<file path="src/inc/tsp_map.svh">
// register offsets, reset values and field positions for the timer/serial port block
`ifndef TSP_MAP_SVH
`define TSP_MAP_SVH
`define TSP_OFF_P4_DIR 16'hffb5
`define TSP_OFF_P4_LAT 16'hffb7
`define TSP_OFF_P5_DIR 16'hffb8
`define TSP_OFF_P5_LAT 16'hffba
`define TSP_P4_RST 8'h00
`define TSP_P5_RST 8'hf8
`define TSP_P5_RSVD 8'hf8
`define TSP_DIR_READ 8'hff
`define TSP_ADDR_W 16
`define TSP_PIN_PWM1 7
`define TSP_PIN_PWM0 6
`define TSP_PIN_HREQ12 5
`define TSP_PIN_TMO1 4
`define TSP_PIN_HREQ11 3
`define TSP_PIN_TMRI0 2
`define TSP_PIN_TMO0 1
`define TSP_PIN_TMCI0 0
`define TSP_P5_SCK 2
`define TSP_P5_RXD 1
`define TSP_P5_TXD 0
`endif

</file>
<file path="src/inc/tsp_pkg.sv">
// types for the timer/serial port block
package tsp_pkg;
    typedef enum logic [2:0] {
        TSP_IDLE = 3'b001,
        TSP_RESP = 3'b010,
        TSP_STBY = 3'b100
    } tsp_state_e;
    typedef struct packed {
        tsp_state_e state;
        logic [7:0] p4_dir;
        logic [7:0] p4_lat;
        logic [2:0] p5_dir;
        logic [2:0] p5_lat;
        logic [7:0] rdata;
        logic waitreq;
        logic [7:0] p4_out;
        logic [7:0] p4_oe_n;
        logic [2:0] p5_out;
        logic [2:0] p5_oe_n;
        logic [1:0] tmr_reset_in;
        logic [1:0] tmr_clock_in;
        logic sci_clk_in;
        logic sci_rxd_in;
    } tsp_state_s;
endpackage

</file>
<file path="src/hdl/tsp_port.sv">
// port 4 and port 5 pin multiplexer with direction and output latches
//
// Contract
// port4 has eight pins, port5 three, port5 same in every mode
// general use: direction 1 drives latch, direction 0 is input
// direction registers are write-only and read back all ones
// reset and hardware standby clear port4 registers; software standby keeps them
// reset and hardware standby load port5 registers with f8; software standby keeps
// pins with direction 1 keep driving through software standby
// in software standby peripherals drop out, pins fall back to general use
// data read gives latch where direction 1, pin level where 0
// port5 data bits 7..3 ignore writes and read as one
// pins 7 and 6 carry pwm output when its enable is set
// slave mode, direction 1: pins 5,4,3 output host requests 12,1,11
// pins 4 and 1 carry timer compare output when output select nonzero
// pins 5 and 2 feed timer counter reset when both clear bits set
// pins 3 and 0 feed timer clock input when external clock selected
// serial clock pin: enable1 input, else sync or enable0 output, else io
// receive pin serves receive data when receiver enabled
// transmit pin drives transmit data when transmitter enabled
// slave mode is active when host interface enable is set
// peripheral controls are inputs combined every clock with registers
`timescale 1ns/100ps
`include "tsp_map.svh"
module tsp_port
    import tsp_pkg::*;
(
    input wire logic ref_clk,
    input wire logic rst_n,
    input wire logic hw_standby,
    input wire logic sw_standby,
    input wire logic [15:0] avs_address,
    input wire logic avs_read,
    input wire logic avs_write,
    input wire logic [7:0] avs_writedata,
    output logic [7:0] avs_readdata,
    output logic avs_waitrequest,
    input wire logic host_interface_enable,
    input wire logic [1:0] pwm_oe,
    input wire logic [1:0] pwm_output,
    input wire logic host_int_req_12,
    input wire logic host_int_req_11,
    input wire logic host_int_req_1,
    input wire logic [3:0] timer0_output_select,
    input wire logic [3:0] timer1_output_select,
    input wire logic [1:0] timer_compare_output,
    input wire logic [1:0] timer0_counter_clear_select,
    input wire logic [1:0] timer1_counter_clear_select,
    input wire logic [1:0] timer_clock_external,
    input wire logic clock_enable_0,
    input wire logic clock_enable_1,
    input wire logic sync_mode,
    input wire logic receiver_enable,
    input wire logic transmitter_enable,
    input wire logic serial_clock_out,
    input wire logic serial_txd_out,
    input wire logic [7:0] p4_pin_in,
    output logic [7:0] p4_pin_out,
    output logic [7:0] p4_pin_oe_n,
    input wire logic [2:0] p5_pin_in,
    output logic [2:0] p5_pin_out,
    output logic [2:0] p5_pin_oe_n,
    output logic [1:0] timer_reset_input,
    output logic [1:0] timer_clock_input,
    output logic serial_clock_in,
    output logic serial_rxd_in
);
    // ==================================================
    // helpers
    function automatic logic [7:0] tsp_read_mux(input logic [7:0] dir, input logic [7:0] lat,
                                                input logic [7:0] pin);
        tsp_read_mux = (dir & lat) | (~dir & pin);
    endfunction

    tsp_state_s st_reg;
    tsp_state_s st_next;
    logic slave_mode;
    logic periph_on;
    logic [7:0] p4_gp_oe;
    logic [7:0] p4_mux_oe;
    logic [7:0] p4_mux_out;
    logic [2:0] p5_mux_oe;
    logic [2:0] p5_mux_out;
    logic [7:0] p5_dir_w;
    logic [7:0] p5_lat_w;
    logic [7:0] p5_pin_w;

    // ==================================================
    // pin function selection
    always_comb begin
        slave_mode = host_interface_enable && !sw_standby;
        periph_on = !sw_standby;
        p4_gp_oe = st_reg.p4_dir;
        p4_mux_oe = p4_gp_oe;
        p4_mux_out = st_reg.p4_lat;
        // host interrupt requests on pins 5,4,3
        if (slave_mode && st_reg.p4_dir[`TSP_PIN_HREQ12]) begin
            p4_mux_out[`TSP_PIN_HREQ12] = host_int_req_12;
        end
        if (slave_mode && st_reg.p4_dir[`TSP_PIN_TMO1]) begin
            p4_mux_out[`TSP_PIN_TMO1] = host_int_req_1;
        end
        if (slave_mode && st_reg.p4_dir[`TSP_PIN_HREQ11]) begin
            p4_mux_out[`TSP_PIN_HREQ11] = host_int_req_11;
        end
        // timer compare outputs override direction and slave mode
        if (periph_on && (timer1_output_select != 4'h0)) begin
            p4_mux_oe[`TSP_PIN_TMO1] = 1'b1;
            p4_mux_out[`TSP_PIN_TMO1] = timer_compare_output[1];
        end
        if (periph_on && (timer0_output_select != 4'h0)) begin
            p4_mux_oe[`TSP_PIN_TMO0] = 1'b1;
            p4_mux_out[`TSP_PIN_TMO0] = timer_compare_output[0];
        end
        // pwm outputs override direction
        if (periph_on && pwm_oe[1]) begin
            p4_mux_oe[`TSP_PIN_PWM1] = 1'b1;
            p4_mux_out[`TSP_PIN_PWM1] = pwm_output[1];
        end
        if (periph_on && pwm_oe[0]) begin
            p4_mux_oe[`TSP_PIN_PWM0] = 1'b1;
            p4_mux_out[`TSP_PIN_PWM0] = pwm_output[0];
        end
        // serial channel pins, identical in every mode
        p5_mux_oe = st_reg.p5_dir;
        p5_mux_out = st_reg.p5_lat;
        if (periph_on && clock_enable_1) begin
            p5_mux_oe[`TSP_P5_SCK] = 1'b0;
        end else if (periph_on && (sync_mode || clock_enable_0)) begin
            p5_mux_oe[`TSP_P5_SCK] = 1'b1;
            p5_mux_out[`TSP_P5_SCK] = serial_clock_out;
        end
        if (periph_on && receiver_enable) begin
            p5_mux_oe[`TSP_P5_RXD] = 1'b0;
        end
        if (periph_on && transmitter_enable) begin
            p5_mux_oe[`TSP_P5_TXD] = 1'b1;
            p5_mux_out[`TSP_P5_TXD] = serial_txd_out;
        end
        p5_dir_w = {5'h1f, st_reg.p5_dir};
        p5_lat_w = {5'h1f, st_reg.p5_lat};
        p5_pin_w = {5'h1f, p5_pin_in};
    end

    // ==================================================
    // register file, bus slave and next state
    always_comb begin
        st_next = st_reg;
        st_next.p4_out = p4_mux_out;
        st_next.p4_oe_n = ~p4_mux_oe;
        st_next.p5_out = p5_mux_out;
        st_next.p5_oe_n = ~p5_mux_oe;
        st_next.tmr_reset_in[1] = p4_pin_in[`TSP_PIN_HREQ12]
            & (&timer1_counter_clear_select);
        st_next.tmr_reset_in[0] = p4_pin_in[`TSP_PIN_TMRI0]
            & (&timer0_counter_clear_select);
        st_next.tmr_clock_in[1] = p4_pin_in[`TSP_PIN_HREQ11] & timer_clock_external[1];
        st_next.tmr_clock_in[0] = p4_pin_in[`TSP_PIN_TMCI0] & timer_clock_external[0];
        st_next.sci_clk_in = p5_pin_in[`TSP_P5_SCK] & clock_enable_1;
        st_next.sci_rxd_in = receiver_enable ? p5_pin_in[`TSP_P5_RXD] : 1'b1;
        st_next.waitreq = 1'b1;
        case (st_reg.state)
            TSP_IDLE: begin
                if (sw_standby) begin
                    st_next.state = TSP_STBY;
                end else if (avs_write) begin
                    st_next.waitreq = 1'b0;
                    st_next.state = TSP_RESP;
                    st_next.rdata = 8'h00;
                end else if (avs_read) begin
                    st_next.waitreq = 1'b0;
                    st_next.state = TSP_RESP;
                    case (avs_address)
                        `TSP_OFF_P4_DIR: st_next.rdata = `TSP_DIR_READ;
                        `TSP_OFF_P5_DIR: st_next.rdata = `TSP_DIR_READ;
                        `TSP_OFF_P4_LAT: st_next.rdata = tsp_read_mux(st_reg.p4_dir,
                            st_reg.p4_lat, p4_pin_in);
                        `TSP_OFF_P5_LAT: st_next.rdata = tsp_read_mux(p5_dir_w, p5_lat_w,
                            p5_pin_w) | `TSP_P5_RSVD;
                        default: st_next.rdata = 8'h00;
                    endcase
                end
            end
            TSP_RESP: begin
                st_next.state = TSP_IDLE;
                // write lands at the edge where waitrequest is seen low
                if (avs_write) begin
                    case (avs_address)
                        `TSP_OFF_P4_DIR: st_next.p4_dir = avs_writedata;
                        `TSP_OFF_P4_LAT: st_next.p4_lat = avs_writedata;
                        `TSP_OFF_P5_DIR: st_next.p5_dir = avs_writedata[2:0];
                        `TSP_OFF_P5_LAT: st_next.p5_lat = avs_writedata[2:0];
                        default: st_next.p4_lat = st_reg.p4_lat;
                    endcase
                end
            end
            TSP_STBY: begin
                if (!sw_standby) begin
                    st_next.state = TSP_IDLE;
                end
            end
            default: begin
                st_next.state = TSP_IDLE;
            end
        endcase
        if (hw_standby) begin
            st_next.p4_dir = `TSP_P4_RST;
            st_next.p4_lat = `TSP_P4_RST;
            st_next.p5_dir = 3'(`TSP_P5_RST);
            st_next.p5_lat = 3'(`TSP_P5_RST);
            st_next.p4_oe_n = 8'hff;
            st_next.p5_oe_n = 3'h7;
            st_next.state = TSP_STBY;
            st_next.waitreq = 1'b1;
        end
    end

    always_ff @(posedge ref_clk) begin
        if (!rst_n) begin
            st_reg.state <= TSP_IDLE;
            st_reg.p4_dir <= `TSP_P4_RST;
            st_reg.p4_lat <= `TSP_P4_RST;
            st_reg.p5_dir <= 3'(`TSP_P5_RST);
            st_reg.p5_lat <= 3'(`TSP_P5_RST);
            st_reg.rdata <= 8'h00;
            st_reg.waitreq <= 1'b1;
            st_reg.p4_out <= 8'h00;
            st_reg.p4_oe_n <= 8'hff;
            st_reg.p5_out <= 3'h0;
            st_reg.p5_oe_n <= 3'h7;
            st_reg.tmr_reset_in <= 2'h0;
            st_reg.tmr_clock_in <= 2'h0;
            st_reg.sci_clk_in <= 1'b0;
            st_reg.sci_rxd_in <= 1'b1;
        end else begin
            st_reg <= st_next;
        end
    end

    // ==================================================
    // outputs
    assign avs_readdata = st_reg.rdata;
    assign avs_waitrequest = st_reg.waitreq;
    assign p4_pin_out = st_reg.p4_out;
    assign p4_pin_oe_n = st_reg.p4_oe_n;
    assign p5_pin_out = st_reg.p5_out;
    assign p5_pin_oe_n = st_reg.p5_oe_n;
    assign timer_reset_input = st_reg.tmr_reset_in;
    assign timer_clock_input = st_reg.tmr_clock_in;
    assign serial_clock_in = st_reg.sci_clk_in;
    assign serial_rxd_in = st_reg.sci_rxd_in;
endmodule

</file>
<file path="config.mk">
export PLATFORM = sky130hd
export DESIGN_NAME = tsp_port
export DESIGN_NICKNAME = d
export VERILOG_FILES = /design/src/inc/tsp_pkg.sv /design/src/hdl/tsp_port.sv
export VERILOG_INCLUDE_DIRS = /design/src /design/src/inc
export SDC_FILE = /design/constraint.sdc
export NUM_CORES = 1
export LEC_CHECK = 0
export BUFFER_PORTS_ARGS = -buffer_cell sky130_fd_sc_hd__buf_2
export CAP_MARGIN = 20
export CELL_PAD_IN_SITES_DETAIL_PLACEMENT = 0
export CELL_PAD_IN_SITES_GLOBAL_PLACEMENT = 1
export CORE_ASPECT_RATIO = 2
export CORE_MARGIN = 5
export CORE_UTILIZATION = 35
export CTS_CLUSTER_SIZE = 14
export DETAILED_ROUTE_END_ITERATION = 12
export PLACE_DENSITY_LB_ADDON = 0.1
export SLEW_MARGIN = 25
export SYNTH_ARGS = -nofsm -noshare
export SYNTH_HDL_FRONTEND = slang
export SYNTH_SLANG_ARGS = --single-unit
</file>
<file path="constraint.sdc">
create_clock -name ref_clk -period 2.43 [get_ports ref_clk]
set_clock_uncertainty 0.15 [all_clocks]
set_input_delay 0.3645 -clock ref_clk [delete_from_list [all_inputs] [get_ports ref_clk]]
set_output_delay 0.3645 -clock ref_clk [all_outputs]
set_load 0.02 [all_outputs]
</file>
## After elaboration in Yosys (flattened, before gate mapping)

Index checks and enable logic that the tools add are counted.

| storage, ports and cells | value |
|---|---|
| input port bits | 72 |
| flip-flop bits (word level) | 62 |
| output and inout port bits | 37 |

| operators by class | value |
|---|---|
| bitwise operators | 18 |
| reduce and logical (&&, ||, !) cells | 30 |
| multiplexer cells | 33 |
| eq/ne operators | 11 |

Operators by type and width:

| kind | number |
|---|---|
| $eq 16x16->1 const B | 4 |
| $mux 22 | 2 |
| $mux 25 | 1 |
| $pmux 8 s3 | 1 |
| $mux 1 | 18 |
| $mux 3 | 6 |
| $mux 9 | 2 |
| $and 8x8->8 | 2 |
| $mux 8 | 2 |
| $not 8->8 | 2 |
| $reduce_and 3->1 | 5 |
| $logic_and 1x1->1 | 12 |
| $reduce_and 2->1 | 5 |
| $or 8x8->8 | 1 |
| $reduce_bool 4->1 | 2 |
| $and 3x3->3 | 2 |
| $not 3->3 | 2 |
| $pmux 3 s2 | 1 |
| $and 1x1->1 | 5 |
| $ne 5x5->1 const B | 1 |
| $ne 4x4->1 const B | 1 |
| $reduce_or 2->1 | 2 |
| $reduce_or 4->1 | 1 |
| $eq 3x1->1 const B | 1 |
| 9 further kinds | 11 |

## Longest topological paths before layout

Gate-level depths: netlist of the first run.

| depth | value |
|---|---|
| depth after elaboration | 6 |
| mapped depth | 5 |

## Worst setup path after synthesis of the first run

Ideal clock, no wire load.

| timing | value |
|---|---|
| kind | reg-to-reg |
| from | register st_reg[61] in the netlist's numbering |
| to | register st_reg, in the netlist avs_readdata[0] |
| path buffers | 0 |
| clock period less this slack | 2.026 ns |
| slack | 0.404 ns |
| arrival | 1.807 ns |
| setup time | 0.069 ns |
| cell stages (with the launch flop) | 5 |
| required time | 2.211 ns |
| cells stage by stage | dfxtp_1 or4b_4 or4_4 a211o_1 o21ai_1 |

| on the way | value |
|---|---|
| longest elaborated chain between the ends | 2 |

RTL lines:

| item | RTL line | text |
|---|---|---|
| from (decl) | tsp_port.sv:75 | `tsp_state_s st_reg;` |
| from (signal assigned) | tsp_port.sv:236 | `st_reg <= st_next;` |
| $eq 3x1->1 | tsp_port.sv:162 | `case (st_reg.state)` |
| $reduce_and 3->1 (no line) | n/a |  |

No other way between the ends.
A chain may end at the register's enable or synchronous reset.

## Final worst setup path of the first run

Ends and elaborated chain as after synthesis.

==> results of run 1 <==
per-stage QoR:
| stage | total power [uW] | util [%] | hold slack (ps) | std cells | setup WS, ps |
|---|---|---|---|---|---|
| after floorplan | 1150 | - | 240 | 277 | 404 |
| final | 2520 | 45.5 | 89.6 | 457 | 282 |
| after global placement | 1240 | 41.4 | 251 | 441 | 244 |
| after CTS | 2550 | 45.5 | 76.9 | 457 | 286 |
| after detailed placement | 1240 | 41.4 | 257 | 441 | 230 |
| after global routing | 2620 | 45.5 | 74.0 | 457 | 220 |
critical path: cells and delay by family (launching register included):
kind	cells	cell delay [ps]
AND/OR/NAND/NOR	2	1100
flip-flops	1	360
AO/OA/AOI/OAI	2	470
logic make-up after synthesis:
group	synth area share, %
AO/OA/AOI/OAI	8.06
XOR/XNOR	0.324
buffers and inverters	11.1
flip-flops	45.9
multiplexers	13.9
AND/OR/NAND/NOR	20.6
synthesized netlist by cell type, drive strengths merged, types with 2 or more instances:
cell type / n / area share, %
dfxtp: 62 / 46
nand2: 42 / 5.8
buf: 34 / 9.4
mux2i: 32 / 12
nor2: 11 / 1.7
nor2b: 10 / 2.3
o21ai: 10 / 1.9
clkbuf: 9 / 1.3
a221o: 5 / 1.9
mux2: 5 / 2.1
nand3: 5 / 0.93
a21boi: 4 / 1.1
and3: 4 / 0.93
nor4: 4 / 1.2
and2: 3 / 0.69
and4: 3 / 1.0
inv: 3 / 0.42
nand3b: 3 / 0.97
o21a: 3 / 0.83
o22ai: 3 / 0.69
a21oi: 2 / 0.37
and4b: 2 / 0.79
nand4: 2 / 0.46
nor3: 2 / 0.79
or4b: 2 / 0.88
cell usage in the layout (no fill, tap or decap), types with 3 or more instances in the layout:
cell,Yosys,layout
inv_1,3,3
a221o_1,5,5
o21ai_1,3,3
o21ai_0,7,7
nor4_1,3,3
mux2_2,5,5
and3_1,4,4
dfxtp_1,62,62
a21boi_0,4,4
buf_2,0,108
mux2i_1,32,32
nor2_1,9,9
clkinvlp_4,0,3
nand2_1,42,42
o21a_1,3,3
nor2b_1,10,9
and2_1,3,3
clkbuf_16,0,9
buf_4,34,4
nand3_1,5,5
o22ai_1,3,3
power groups by stage:
stage | sequential (uW) | clock [uW] | combinational (uW)
2_1_floorplan | 1060 | 0 | 94.1
3_3_place_gp | 1060 | 0 | 185
3_5_place_dp | 1060 | 0 | 185
4_1_cts | 1040 | 1330 | 186
5_1_grt | 1040 | 1380 | 202
6_report | 1040 | 1300 | 181
worst paths after layout:
kind | cells after the start | slack, ps | to
worst max-delay path | 4 | 280 | avs_readdata[0]
worst min-delay path | 2 | 90 | serial_rxd_in
worst min register to register | 1 | 270 | p4_pin_oe_n[2]
worst max register to register | 4 | 280 | avs_readdata[0]
cell type report:
type                       count  area [um2]
clock buffer                  11         253
clock inverter                 5        57.6
fill                         780        4110
inverter                       3        11.3
multi-input combinational    169        1160
sequential                    62        1240
tap                           94         118
timing repair buffer         113         591
routing by layer:
layer | share of wire [%] | up-vias
li1 | - | 1094
met1 | 39 | 984
met2 | 51 | 87
met3 | 6.9 | 13
met4 | 3.4 | 0
met5 | 0 | -
==> results.json, run 1 <==
{
  "dp_hpwl_um": 5390,
  "post-route-min-period_ps": 2150,
  "clock_latency_ps": 320,
  "swShare_pct": 21.9,
  "final_hold_viol_count": 0,
  "dr.first_iter.drc_count": 86,
  "cts.clk_slew.worst_paths_ps": 50,
  "area_delta_synth_final_pct": 27.1,
  "ys_seq_area_share_pct": 45.9,
  "critPathLaunchType": "flop",
  "combPwrFrac_pct": 7.2,
  "fin_crit_sh_pct": 88.4,
  "io_pins": 109,
  "status": "completed",
  "drc": 0,
  "syn_nets": 349,
  "worstSetupPathType": "reg2reg",
  "use_met3_pct": 4.13,
  "syn_inst": 277,
  "cts_tree": "done",
  "wl_per_cell_um": 15.0,
  "layout.nets": 430,
  "synth_area_per_cell_um2": 9.75,
  "ys_ff_latch": 62,
  "async_flop_share_pct": 0,
  "grt_pass1_vias": 2286,
  "placed_cell_area_um2": 3120,
  "grt_use_total_pct": 14.8,
  "drt-total-wl_um": 6830,
  "reg2reg_from": "st_reg[61]",
  "final_max_slew_viol_count": 0,
  "rows": 45,
  "clock-root-buffer": "clkbuf_16",
  "synth_area_um2": 2700,
  "hold_path_class": "in2reg",
  "arrival_ps": 2250,
  "vdd_ir_drop_max_mv": 0.357,
  "crit_start": "st_reg[61]",
  "tightestPinTransition_ps": 400,
  "cap_violations": 0,
  "cts_sinks": 62,
  "cts_buffer_depth": 2,
  "synth_warnings": 0,
  "pwr-share-clk_pct": 51.6,
  "grt_max_degree": 39,
  "synth-edff-count": 0,
  "power_leakage_uw": 0.00152,
  "cts_hold_buffers": 0,
  "ant_nets": 0,
  "post_cts_buffers": 0,
  "die_area_um2": 9680,
  "gr-total-overflow": 0,
  "hold_start": "receiver_enable",
  "cp_slowest_cell": "or4b_4",
  "port_buffers": 108,
  "seqPwrFrac_pct": 41.2,
  "crit_required_ps": 2530,
  "largest_reg_flops": 9,
  "switchingPower_uw": 552,
  "worst_setup_path_end_kind": "flop",
  "ys_types": 45,
  "ctsResizeCount": 0,
  "p_int_uw": 1960,
  "vias_per_cell": 4.77,
  "synth_top_flop_cell": "dfxtp_1",
  "maxSlewHeadroom_pct": 73.3,
  "power_density_nw_per_um2": 733,
  "final_area_um2": 3430,
  "htreeDepth": 3,
  "cts_buffers": 9,
  "dr.pass1.iters": 4,
  "rsz0062_at_grt": "no",
  "diodes": 0,
  "antenna_found_initial": 0,
  "fp.dieH_um": 134,
  "core_region_area_um2": 7540,
  "die_x_um": 72.1,
  "drive_gt1_share_pct": 40.2,
  "place_congestion": 0.811,
  "fmax_mhz": 466,
  "setup_violations": 0,
  "grt_util_met2_pct": 25.1,
  "vias": 2178,
  "cp_cell_sequence": "or4b_4, or4_4, a211o_1, o21ai_1",
  "grt.busiest_layer": "met2",
  "grt_pass1_wl_um": 10800,
  "start_util_pct": 35.8,
  "max_stage_delay_ps": 560,
  "critPathMaxFanout": 5,
  "finalSetupTns_ps": 0,
  "grt_use_met1_pct": 15.7
}
No activity file was read; power rests on OpenSTA's default activity.
==> run 2: changes to the inputs <==
- CORE_UTILIZATION: 35 -> 30
- TNS_END_PERCENT: unset -> 30
==> run 2 against run 1 <==
First-iteration DRC count is 20% higher. Sequential share of layout area increased by 0.11 points. Core utilization decreased by 7.0 points. Die area rose by 15%. Non-clock buffer count stayed put. Routed wire length up 9.1%. Design area is 0.29% lower. Register-to-register slack better by 20 ps. Hold slack worse by 1.7 ps. Power shrank 1.2%. Via count up 0.60%. Critical path type unchanged. Largest cell class unchanged.
==> results.json, run 2 (synthesized netlist as in run 1, its figures left out) <==
{
  "status": "completed",
  "fp.dieH_um": 144,
  "antenna_found_initial": 1,
  "tightestPinTransition_ps": 422,
  "rr_worst_depth": 4,
  "placed_cell_area_um2": 3130,
  "cts_buffer_depth": 2,
  "cts_buffers": 9,
  "drive_gt1_share_pct": 39.3,
  "switchingPower_uw": 530,
  "combPwrFrac_pct": 7.5,
  "layout_commonest_cell": "buf_2",
  "clock_latency_ps": 320,
  "fin_crit_sh_pct": 87.5,
  "die_x_um": 77.1,
  "largest_reg_flops": 9,
  "htreeDepth": 3,
  "final_area_um2": 3420,
  "hold_path_class": "in2reg",
  "r2r_slack_ps": 300,
  "diodes": 0,
  "swShare_pct": 21.3,
  "ant_nets": 0,
  "power_leakage_uw": 0.00152,
  "vias_per_cell": 4.73,
  "port_buffers": 108,
  "vdd_ir_drop_max_mv": 0.310,
  "pwr-share-clk_pct": 50.8,
  "worstSetupPathType": "reg2reg",
  "core_region_area_um2": 8890,
  "power_density_nw_per_um2": 727,
  "dr.first_iter.drc_count": 103,
  "grt_pass1_vias": 2314,
  "die_area_um2": 11100,
  "io_pins": 109,
  "area_delta_synth_final_pct": 26.7,
  "layout.nets": 430,
  "cts.clk_slew.worst_paths_ps": 50,
  "fmax_mhz": 470,
  "cts_sinks": 62,
  "grt_use_total_pct": 13.8,
  "worst_setup_path_end_kind": "flop",
  "final_hold_viol_count": 0,
  "ctsResizeCount": 0,
  "rsz0062_at_grt": "no",
  "vias": 2191,
  "crit_required_ps": 2530,
  "clock-root-buffer": "clkbuf_16",
  "critPathLaunchType": "flop",
  "grt_pass1_wl_um": 11800,
  "cts_hold_buffers": 0,
  "arrival_ps": 2230,
  "dr.pass1.iters": 4,
  "post_cts_buffers": 0,
  "setup_violations": 0,
  "post-route-min-period_ps": 2130,
  "seqPwrFrac_pct": 41.7,
  "gr-total-overflow": 0,
  "grt_max_degree": 39,
  "final_cell_mix": "buf_2 (108), dfxtp_1 (62), nand2_1 (42)",
  "start_util_pct": 30.4,
  "p_int_uw": 1960,
  "dp_hpwl_um": 5850,
  "drt-total-wl_um": 7460,
  "holdPathStages": 2,
  "finalSetupTns_ps": 0,
  "final_max_slew_viol_count": 0,
  "place_congestion": 0.720,
  "maxSlewHeadroom_pct": 71.8,
  "critPathMaxFanout": 5,
  "cts_tree": "done",
  "cap_violations": 0,
  "rows": 49,
  "wl_per_cell_um": 16.1,
  "drc": 0
}
## run 2: changes by cell type in the layout (fill, tap and decap cells not counted)
cell,change
clkinvlp_4,-3
clkinv_2,-1
clkbuf_1,+2
## run 2: final timing paths
kind	to	startpoint
min	serial_rxd_in	receiver_enable
max reg2reg	avs_readdata[0]	st_reg[61]
max	avs_readdata[0]	st_reg[61]
min reg2reg	p4_pin_oe_n[0]	p4_gp_oe[0]
## run 2: power by group through the flow
stage,Sequential [uW],Clock [uW],Combinational [uW]
CTS,1040,1300,190
floorplan,1060,0,94.1
detailed placement,1060,0,189
finish,1040,1260,185
global route,1040,1350,205
global placement,1060,0,189
## run 2: area by class of cell
cell class | instances | area [um2]
Clock inverter | 1 | 30.0
Clock buffer | 13 | 260
Tap cell | 102 | 128
Inverter | 3 | 11.3
Sequential cell | 62 | 1240
Multi-Input combinational cell | 169 | 1160
Fill cell | 919 | 5470
Timing Repair Buffer | 113 | 591
## run 2: metrics by stage
step	hold WS [ps]	utilization (%)	setup WS (ps)	cells	total power (uW)
finish	87.9	38.5	303	463	2490
global route	97.0	38.5	227	463	2590
CTS	78.4	38.5	292	463	2530
detailed placement	252	35.2	214	449	1250
global placement	255	35.2	225	449	1250
floorplan	240	-	404	277	1150
## run 2: critical path, stage by stage (launching register included)
cell     delay [ps]
dfxtp_1         350
or4b_4          560
or4_4           540
a211o_1         320
o21ai_1         130
## run 2: layer usage
metal / GRT usage [%] / routed length, um / vias to the layer above
met1: 14.7 / 2860 / 1006
met2: 24.2 / 3940 / 73
met4: 6.61 / 138 / 2
li1: - / - / 1097
met3: 4.80 / 510 / 13
met5: 0 / 11 / -
